File: config.mk
export PLATFORM = sky130hd
export DESIGN_NAME = ddt_dual_down_timer
export DESIGN_NICKNAME = d
export VERILOG_FILES = /design/src/rtl/ddt_pkg.sv /design/src/rtl/ddt_dual_down_timer.sv
export VERILOG_INCLUDE_DIRS = /design/src /design/src/rtl
export SDC_FILE = /design/constraint.sdc
export NUM_CORES = 1
export LEC_CHECK = 0
export ABC_AREA = 1
export ABC_CLOCK_PERIOD_IN_PS = 3100
export BUFFER_PORTS_ARGS = -buffer_cell sky130_fd_sc_hd__buf_4
export CAP_MARGIN = 30
export CELL_PAD_IN_SITES_DETAIL_PLACEMENT = 1
export CELL_PAD_IN_SITES_GLOBAL_PLACEMENT = 1
export CORE_MARGIN = 2
export CORE_UTILIZATION = 41
export DETAILED_ROUTE_END_ITERATION = 8
export PLACE_DENSITY = 0.88
export SYNTH_ARGS = -nofsm -noshare
export SYNTH_HDL_FRONTEND = slang
export SYNTH_SLANG_ARGS = --single-unit
File: constraint.sdc
create_clock -name clk_sys -period 3.1 [get_ports clk_sys]
set_input_delay 0.155 -clock clk_sys [delete_from_list [all_inputs] [get_ports clk_sys]]
set_output_delay 0.155 -clock clk_sys [all_outputs]
set_load 0.01 [all_outputs]
File: src/rtl/ddt_timer_map.svh
// register offsets, field positions and reset values of the dual down timer
`ifndef DDT_TIMER_MAP_SVH
`define DDT_TIMER_MAP_SVH

// ----------------------------------------------------------------
// register byte offsets
// ----------------------------------------------------------------
`define DDT_OFS_CONTROL 8'h00
`define DDT_OFS_MODE 8'h04
`define DDT_OFS_T0_LOW 8'h08
`define DDT_OFS_T0_HIGH 8'h0C
`define DDT_OFS_T1_LOW 8'h10
`define DDT_OFS_T1_HIGH 8'h14
`define DDT_OFS_CONFIG 8'h18

// ----------------------------------------------------------------
// timer_control_reg fields
// ----------------------------------------------------------------
`define DDT_CTL_T0_RUN 0
`define DDT_CTL_T0_FULL 1
`define DDT_CTL_T1_RUN 2
`define DDT_CTL_T1_FULL 3

// ----------------------------------------------------------------
// timer_mode_reg fields
// ----------------------------------------------------------------
`define DDT_MOD_MODE_LSB 0
`define DDT_MOD_T0SEL_LSB 3
`define DDT_MOD_T1SEL_LSB 6
`define DDT_MOD_XTAL_EN 9

// ----------------------------------------------------------------
// config_reg_two fields
// ----------------------------------------------------------------
`define DDT_CFG_ENABLE 0
`define DDT_CFG_SYSDIV_LSB 1

// ----------------------------------------------------------------
// reset values and divider counts
// ----------------------------------------------------------------
`define DDT_RESET_BYTE 8'h00
`define DDT_RESET_WORD 32'h0000_0000
`define DDT_XTAL_DIV6_LAST 3'h5

`endif

File: src/rtl/ddt_pkg.sv
// types shared by the dual down timer
package ddt_pkg;

   typedef logic [31:0] ddt_word_t;
   typedef logic [7:0] ddt_addr_t;

   // clock sources in synchroniser bit order
   typedef enum logic [2:0] {
      DDT_SRC_RC12,
      DDT_SRC_LP4K,
      DDT_SRC_XTAL,
      DDT_SRC_RC90,
      DDT_SRC_PIN
   } ddt_src_t;

   typedef struct packed {
      logic [4:0] syncA;
      logic [4:0] syncB;
      logic [4:0] syncC;
      logic [8:0] rcDiv;
      logic [2:0] xtalDiv6;
      logic [8:0] xtalDiv512;
      logic [2:0] rc90Div;
      logic t1Uf;
      logic [2:0] modeSel;
      logic [2:0] t0Sel;
      logic [2:0] t1Sel;
      logic xtalEn;
      logic modEn;
      logic [2:0] sysDiv;
      logic run0;
      logic full0;
      logic run1;
      logic full1;
      logic [7:0] tl0;
      logic [7:0] th0;
      logic [7:0] tl1;
      logic [7:0] th1;
      logic [31:0] prdata;
      logic pready;
      logic pslverr;
      logic bitRate;
   } ddt_state_t;

endpackage : ddt_pkg

File: src/rtl/ddt_dual_down_timer.sv
// dual down timer with seven modes and one reserved mode code, clock source selection and apb register access
//
// The register addresses and register access over APB were left to the implementer.
`timescale 1ns/1ps
`include "ddt_timer_map.svh"

module ddt_dual_down_timer (
   // clock and reset
   input wire logic clk_sys,
   input wire logic reset,
   // apb slave
   input wire logic psel,
   input wire logic penable,
   input wire logic pwrite,
   input wire ddt_pkg::ddt_addr_t paddr,
   input wire ddt_pkg::ddt_word_t pwdata,
   output ddt_pkg::ddt_word_t prdata,
   output logic pready,
   output logic pslverr,
   // counting clock sources, taken as plain levels
   input wire logic rcFastClk,
   input wire logic lowPowerClk,
   input wire logic crystalClk,
   input wire logic rcSlowClk,
   input wire logic generalPinTwo,
   // status to the chip
   output logic bitRateTick,
   output logic [2:0] systemClockDivider
);
   import ddt_pkg::*;

   // ----------------------------------------------------------------
   // helpers
   // ----------------------------------------------------------------
   // register index of an address, 7 for an unmapped one
   function automatic logic [2:0] ddtIndex(input ddt_addr_t a);
      unique case (a)
         `DDT_OFS_CONTROL: ddtIndex = 3'h0;
         `DDT_OFS_MODE: ddtIndex = 3'h1;
         `DDT_OFS_T0_LOW: ddtIndex = 3'h2;
         `DDT_OFS_T0_HIGH: ddtIndex = 3'h3;
         `DDT_OFS_T1_LOW: ddtIndex = 3'h4;
         `DDT_OFS_T1_HIGH: ddtIndex = 3'h5;
         `DDT_OFS_CONFIG: ddtIndex = 3'h6;
         default: ddtIndex = 3'h7;
      endcase
   endfunction : ddtIndex

   // one count step: underflow flag and next count; a single-run timer passes zero as reload
   function automatic logic [16:0] ddtStep(input logic [15:0] c, input logic [15:0] r);
      if (c == 16'h0000) begin
         ddtStep = {1'b1, r};
      end else begin
         ddtStep = {1'b0, c - 16'h0001};
      end
   endfunction : ddtStep

   // ----------------------------------------------------------------
   // state
   // ----------------------------------------------------------------
   ddt_state_t cur_reg;
   ddt_state_t cur_next;

   always_comb begin
      logic [4:0] tick;
      logic rc1, rc8, rc32, rc128, rc512, xtal6, xtal512, slow8;
      logic tk0, tk1, uf1;
      logic set0, set1, clr0, clr1;
      logic access, commit;
      logic [2:0] idx;
      logic [16:0] s;
      tick = 5'h00;
      rc1 = 1'b0;
      rc8 = 1'b0;
      rc32 = 1'b0;
      rc128 = 1'b0;
      rc512 = 1'b0;
      xtal6 = 1'b0;
      xtal512 = 1'b0;
      slow8 = 1'b0;
      tk0 = 1'b0;
      tk1 = 1'b0;
      uf1 = 1'b0;
      set0 = 1'b0;
      set1 = 1'b0;
      clr0 = 1'b0;
      clr1 = 1'b0;
      s = 17'h00000;
      access = 1'b0;
      commit = 1'b0;
      idx = 3'h7;
      cur_next = cur_reg;

      // ----------------------------------------------------------------
      // source synchronisers and dividers
      // ----------------------------------------------------------------
      // sources are sampled by clk_sys, so each must stay below half its rate
      cur_next.syncA = {generalPinTwo, rcSlowClk, crystalClk, lowPowerClk, rcFastClk};
      cur_next.syncB = cur_reg.syncA;
      cur_next.syncC = cur_reg.syncB;
      tick = cur_reg.syncB & ~cur_reg.syncC;

      rc1 = tick[DDT_SRC_RC12];
      rc8 = rc1 && (&cur_reg.rcDiv[2:0]);
      rc32 = rc1 && (&cur_reg.rcDiv[4:0]);
      rc128 = rc1 && (&cur_reg.rcDiv[6:0]);
      rc512 = rc1 && (&cur_reg.rcDiv);
      if (rc1) begin
         cur_next.rcDiv = cur_reg.rcDiv + 9'h001;
      end
      if (tick[DDT_SRC_XTAL]) begin
         xtal6 = (cur_reg.xtalDiv6 == `DDT_XTAL_DIV6_LAST);
         xtal512 = &cur_reg.xtalDiv512;
         cur_next.xtalDiv6 = xtal6 ? 3'h0 : cur_reg.xtalDiv6 + 3'h1;
         cur_next.xtalDiv512 = cur_reg.xtalDiv512 + 9'h001;
      end
      if (tick[DDT_SRC_RC90]) begin
         slow8 = &cur_reg.rc90Div;
         cur_next.rc90Div = cur_reg.rc90Div + 3'h1;
      end

      // ----------------------------------------------------------------
      // counting clock selection
      // ----------------------------------------------------------------
      // with the crystal enabled only crystal based sources remain; other selects count nothing
      if (cur_reg.xtalEn) begin
         unique case (cur_reg.t0Sel)
            3'h0: tk0 = xtal6;
            3'h1: tk0 = xtal512;
            default: tk0 = 1'b0;
         endcase
         tk1 = (cur_reg.t1Sel == 3'h0) && xtal6;
      end else begin
         unique case (cur_reg.t0Sel)
            3'h0: tk0 = rc1;
            3'h1: tk0 = rc8;
            3'h2: tk0 = rc32;
            3'h3: tk0 = rc128;
            3'h4: tk0 = rc512;
            3'h5: tk0 = tick[DDT_SRC_LP4K];
            3'h6: tk0 = cur_reg.t1Uf;
            3'h7: tk0 = slow8;
         endcase
         unique case (cur_reg.t1Sel)
            3'h0: tk1 = rc1;
            3'h1: tk1 = rc8;
            3'h2: tk1 = rc32;
            3'h3: tk1 = rc128;
            3'h4: tk1 = rc512;
            3'h5: tk1 = tick[DDT_SRC_LP4K];
            3'h6: tk1 = tick[DDT_SRC_PIN];
            3'h7: tk1 = 1'b0;
         endcase
      end
      tk0 = tk0 && cur_reg.modEn;
      tk1 = tk1 && cur_reg.modEn;

      // ----------------------------------------------------------------
      // counters per mode
      // ----------------------------------------------------------------
      // a stopped timer simply skips its step and keeps its count
      unique case (cur_reg.modeSel)
         3'h0: begin
            if (cur_reg.run0 && tk0) begin
               s = ddtStep({cur_reg.th0, cur_reg.tl0}, {cur_reg.th1, cur_reg.tl1});
               {cur_next.th0, cur_next.tl0} = s[15:0];
               set0 = s[16];
            end
         end
         3'h1: begin
            if (cur_reg.run0 && tk0) begin
               s = ddtStep({cur_reg.th0, cur_reg.tl0}, 16'h0000);
               {cur_next.th0, cur_next.tl0} = s[15:0];
               set0 = s[16];
               clr0 = s[16];
            end
            if (cur_reg.run1 && tk1) begin
               s = ddtStep({8'h00, cur_reg.tl1}, {8'h00, cur_reg.th1});
               cur_next.tl1 = s[7:0];
               uf1 = s[16];
            end
         end
         3'h2: begin
            if (cur_reg.run0 && tk0) begin
               s = ddtStep({8'h00, cur_reg.tl0}, {8'h00, cur_reg.th0});
               cur_next.tl0 = s[7:0];
               set0 = s[16];
            end
            if (cur_reg.run1 && tk1) begin
               s = ddtStep({8'h00, cur_reg.tl1}, {8'h00, cur_reg.th1});
               cur_next.tl1 = s[7:0];
               uf1 = s[16];
            end
         end
         3'h3: begin
            // both halves of timer 0 share its clock; timer 1 has no run bit left
            if (cur_reg.run0 && tk0) begin
               s = ddtStep({8'h00, cur_reg.tl0}, 16'h0000);
               cur_next.tl0 = s[7:0];
               set0 = s[16];
               clr0 = s[16];
            end
            if (cur_reg.run1 && tk0) begin
               s = ddtStep({8'h00, cur_reg.th0}, 16'h0000);
               cur_next.th0 = s[7:0];
               set1 = s[16];
               clr1 = s[16];
            end
            if (tk1) begin
               s = ddtStep({8'h00, cur_reg.tl1}, {8'h00, cur_reg.th1});
               cur_next.tl1 = s[7:0];
               uf1 = s[16];
            end
         end
         3'h4: begin
            if (cur_reg.run1 && tk1) begin
               s = ddtStep({cur_reg.th1, cur_reg.tl1}, {cur_reg.th0, cur_reg.tl0});
               {cur_next.th1, cur_next.tl1} = s[15:0];
               uf1 = s[16];
            end
         end
         3'h5: begin
            if (cur_reg.run0 && tk0) begin
               s = ddtStep({8'h00, cur_reg.tl0}, {8'h00, cur_reg.th0});
               cur_next.tl0 = s[7:0];
               set0 = s[16];
            end
            if (cur_reg.run1 && tk1) begin
               s = ddtStep({cur_reg.th1, cur_reg.tl1}, 16'h0000);
               {cur_next.th1, cur_next.tl1} = s[15:0];
               uf1 = s[16];
               clr1 = s[16];
            end
         end
         3'h6: begin
            if (cur_reg.run0 && tk0) begin
               s = ddtStep({cur_reg.th0, cur_reg.tl0}, 16'h0000);
               {cur_next.th0, cur_next.tl0} = s[15:0];
               set0 = s[16];
               clr0 = s[16];
            end
            if (cur_reg.run1 && tk1) begin
               s = ddtStep({cur_reg.th1, cur_reg.tl1}, 16'h0000);
               {cur_next.th1, cur_next.tl1} = s[15:0];
               uf1 = s[16];
               clr1 = s[16];
            end
         end
         3'h7: begin
            // reserved layout: counters freeze
         end
      endcase
      if (cur_reg.modeSel != 3'h3) begin
         set1 = uf1;
      end
      cur_next.t1Uf = uf1;
      cur_next.bitRate = uf1 && (cur_reg.modeSel inside {3'h1, 3'h2, 3'h3});
      if (clr0) begin
         cur_next.run0 = 1'b0;
      end
      if (clr1) begin
         cur_next.run1 = 1'b0;
      end

      // ----------------------------------------------------------------
      // apb slave: one wait state, write lands on the edge that samples pready
      // ----------------------------------------------------------------
      access = psel && penable;
      commit = access && cur_reg.pready;
      idx = ddtIndex(paddr);
      cur_next.pready = access && !cur_reg.pready;
      cur_next.pslverr = access && !cur_reg.pready && (idx == 3'h7);
      if (access && !cur_reg.pready) begin
         unique case (idx)
            3'h0: cur_next.prdata = {28'h0000000, cur_reg.full1, cur_reg.run1, cur_reg.full0,
                                     cur_reg.run0};
            3'h1: cur_next.prdata = {22'h000000, cur_reg.xtalEn, cur_reg.t1Sel, cur_reg.t0Sel,
                                     cur_reg.modeSel};
            3'h2: cur_next.prdata = {24'h000000, cur_reg.tl0};
            3'h3: cur_next.prdata = {24'h000000, cur_reg.th0};
            3'h4: cur_next.prdata = {24'h000000, cur_reg.tl1};
            3'h5: cur_next.prdata = {24'h000000, cur_reg.th1};
            3'h6: cur_next.prdata = {28'h0000000, cur_reg.sysDiv, cur_reg.modEn};
            3'h7: cur_next.prdata = `DDT_RESET_WORD;
         endcase
      end
      // applied after the count step, so a software write wins over a same-cycle step, except for the full flags
      if (commit && pwrite) begin
         unique case (idx)
            3'h0: begin
               cur_next.run0 = pwdata[`DDT_CTL_T0_RUN];
               cur_next.run1 = pwdata[`DDT_CTL_T1_RUN];
               cur_next.full0 = pwdata[`DDT_CTL_T0_FULL];
               cur_next.full1 = pwdata[`DDT_CTL_T1_FULL];
            end
            3'h1: begin
               cur_next.modeSel = pwdata[`DDT_MOD_MODE_LSB +: 3];
               cur_next.t0Sel = pwdata[`DDT_MOD_T0SEL_LSB +: 3];
               cur_next.t1Sel = pwdata[`DDT_MOD_T1SEL_LSB +: 3];
               cur_next.xtalEn = pwdata[`DDT_MOD_XTAL_EN];
            end
            3'h2: cur_next.tl0 = pwdata[7:0];
            3'h3: cur_next.th0 = pwdata[7:0];
            3'h4: cur_next.tl1 = pwdata[7:0];
            3'h5: cur_next.th1 = pwdata[7:0];
            3'h6: begin
               cur_next.modEn = pwdata[`DDT_CFG_ENABLE];
               cur_next.sysDiv = pwdata[`DDT_CFG_SYSDIV_LSB +: 3];
            end
            3'h7: begin
            end
         endcase
      end
      // an underflow in the cycle of a clearing write still leaves the flag set
      cur_next.full0 = cur_next.full0 || set0;
      cur_next.full1 = cur_next.full1 || set1;
   end

   always_ff @(posedge clk_sys) begin
      if (reset) begin
         cur_reg <= '0;
      end else begin
         cur_reg <= cur_next;
      end
   end

   // ----------------------------------------------------------------
   // outputs
   // ----------------------------------------------------------------
   assign prdata = cur_reg.prdata;
   assign pready = cur_reg.pready;
   assign pslverr = cur_reg.pslverr;
   assign bitRateTick = cur_reg.bitRate;
   assign systemClockDivider = cur_reg.sysDiv;

endmodule : ddt_dual_down_timer

==> flow_metrics.env <==
export IMPL_hold_ws_ns=0.0681
export IMPL_rsz0062_at_grt="false"
export IMPL_clock_skew_ns=0.00855
export IMPL_synth_top_cell_area_share_pct=26.9
export IMPL_postRouteAntennaNets=0
export IMPL_required_ns=3.39
export IMPL_synth_cell_types=48
export IMPL_clk_path_buf_depth=2
export IMPL_max_freq_mhz=354
export IMPL_core_area_um2=18500
export IMPL_die_area_um2=19800
export IMPL_postRouteWirelength_um=29800
export IMPL_drc_errors=0
export IMPL_grt_pass1_vias=8963
export IMPL_slew_violations=0
export IMPL_largest_reg_flops=77
export IMPL_finalSetupTns_ns=0
export IMPL_min_period_over_period_pct=91.1
export IMPL_syn_avg_cell_area_um2=6.10
export IMPL_syn_area_um2=7670
export IMPL_fp_dieH_um=141
export IMPL_finalWorstSetupSlack_ns=0.275
export IMPL_yosysWarnings=0
export IMPL_ys_ff_latch=103
export IMPL_critPathSlowestCell="dfxtp_1"
export IMPL_hold_start="pwdata[8]"
export IMPL_num_fill_cells=2582
export IMPL_reg2reg_slack_ns=0.28
export IMPL_startpoint_type="flip-flop"
export IMPL_post_dp_cell_area_um2=8070
export IMPL_cts_tree="done"
export IMPL_cp_max_fo=22
export IMPL_crit_path_frequent_cell="nand2_1"
export IMPL_grt_use_total_pct=30.0
export IMPL_crit_chain="ha_1 -> nand3_2 -> nor3b_1 -> ha_1 -> nand2_1 -> nand2_1 -> nand2_1 -> nand2_1 -> inv_1 -> nand2_1 -> nand2_1 -> nand2_2 -> nand3_2 -> inv_2 -> o21ai_1 -> o31ai_1 -> inv_1 -> nand2_1 -> nand2_1 -> nor2_1"
export IMPL_cp_arrival_ns=3.11
export IMPL_syn_inst=1258
export IMPL_startpoint="cur_reg[102]"
export IMPL_numCtsBuffers=9
export IMPL_maxCapViolCount=0
export IMPL_drt_iter0_drc=915
export IMPL_final_common_cell="nand2_1"
export IMPL_yosysSeqAreaShare_pct=26.9
export IMPL_clock_sinks=103
export IMPL_finalCriticalPeriod_ns=2.82
export IMPL_clock_latency_ns=0.37
export IMPL_place_port_buffers=43
export IMPL_routed_via_density=5.93
export IMPL_wire_per_inst_um=19.6
export IMPL_antenna_found_initial=0
export IMPL_grt_max_degree=65
export IMPL_grt_pass1_wl_um=47300
export IMPL_most_common_layout_cells="253 x nand2_1, 152 x inv_1, 147 x nand3_1"
export IMPL_setup_viol=0
export IMPL_layout_drive_gt1_share_pct=9.88
export IMPL_ctsResizeCount=0
export IMPL_r2r_start="cur_reg[102]"
export IMPL_cp_end_kind="flip-flop"
export IMPL_synthTopCellsByArea="dfxtp_1 27%, nand2_1 12%, nand3_1 9.6%"
export IMPL_finalWeightedCongestion=1.05
export IMPL_p_per_area_nw_per_um2=324
export IMPL_initial_core_util_pct=41.4
export IMPL_final_area_um2=8440
export IMPL_power_mw=2.73
export IMPL_hp_class="input pin to flip-flop"
export IMPL_status="finished, final reports clean"
export IMPL_pre_cts_slack_ns=0.347
export IMPL_finalNonFillerCells=1520
export IMPL_max_stage_delay_ns=0.36
export IMPL_slew_headroom_pct=49.8
export IMPL_dp_hpwl_um=21700
export IMPL_synth_edf_count=0
export IMPL_area_growth_syn_to_layout_pct=10.0
export IMPL_fin_util_pct=45.6
export IMPL_grt_overflow=0
export IMPL_std_cell_rows=50
export IMPL_clkTransAtPathRegs_ns=0.08
export IMPL_firstDrtPassIters=5
export IMPL_netlist_top_cell_by_area="dfxtp_1"
export IMPL_final_nets=1341
export IMPL_root_buffer="clkbuf_16"
export IMPL_worstSetupPathType="flip-flop to flip-flop"
export IMPL_ioPinCount=88
export IMPL_worst_pin_slew_ns=0.751
export IMPL_ys_flop_type="dfxtp_1"
export IMPL_ys_async_sr_fraction_pct=0
export IMPL_dp_cells=1496
export IMPL_die_w_um=141
export IMPL_h_tree_depth=3
export IMPL_vias=9019
export IMPL_p_leak_nw=3.84
export IMPL_hold_viol_final=0
export IMPL_vdd_drop_max_v=0.000336
[report_power, final]
part | total [mW] | internal [mW] | switching [mW] | leakage (nW)
clock | 1.20 | 0.589 | 0.608 | 0.145
sequential | 1.35 | 1.34 | 0.0104 | 0.834
combinational | 0.187 | 0.0609 | 0.126 | 2.86
[cell type report]
class | instances | area, um^2 | share of cell area (%)
multi-input cells | 928 | 4580 | 54.3
flip-flops and latches | 103 | 2060 | 24.4
inverters | 164 | 616 | 7.30
repair buffers | 74 | 581 | 6.88
well taps | 234 | 293 | 3.47
clock buffers | 10 | 239 | 2.83
clock inverters | 6 | 63.8 | 0.756
diodes | 1 | 2.50 | 0.0297
[path summary, 6_finish.rpt]
path	to	cells after the start
worst min register to register	cur_next[114]	2
worst max-delay path	bitRateTick	20
worst max register to register	bitRateTick	20
worst min-delay path	cur_reg[78]	3
[worst max-delay path, delay by kind of cell (launching register included)]
family	cells	cell delay, ns
buffers and inverters	3	0.42
DFF	1	0.36
adders and majority gates	2	0.39
and+or+nand+nor	13	1.33
AOI/OAI and AO/OA	2	0.22
[Yosys cell counts (2+ instances only)]
library cell,number
a21oi_1,75
a31oi_1,13
a41oi_1,3
and3_1,2
buf_1,2
buf_2,16
buf_4,37
buf_6,2
clkbuf_1,27
clkinv_1,4
dfxtp_1,103
ha_1,11
inv_1,152
inv_2,8
nand2_1,253
nand2_2,3
nand3_1,147
nand3_2,4
nand4_1,54
nor2_1,130
nor2_2,8
nor2_4,4
nor3_1,15
nor3b_1,3
nor4_1,5
o211ai_1,4
o21a_1,3
o21ai_0,106
o21ai_1,9
o221ai_1,4
o22ai_1,18
or2_2,8
xor2_1,10
[logic make-up after synthesis]
| kind of cell | after synthesis | synth area share [%] |
|---|---|---|
| xor gates and xnor gates | 11 | 1.26 |
| DFF | 103 | 26.9 |
| buffers and inverters | 248 | 14.4 |
| other | 1 | 0.0489 |
| muxes | 1 | 0.131 |
| adders and majority gates | 11 | 1.79 |
| and+or+nand+nor | 642 | 38.2 |
| AOI/OAI and AO/OA | 241 | 17.3 |
[per-layer routing]
metal  global-route usage [%]  share of wire [%]
met5                        0                  0
met4                     12.5                4.6
met3                     6.49                8.6
met2                     50.4                 47
met1                     37.3                 40
[timing repair]
action                     in CTS  in global routing
hold buffers                    5                  0
hold endpoints to repair        5                  0
buffers inserted                0                  2
setup endpoints to repair       0                  1
Power figures use the tool's default switching activity.
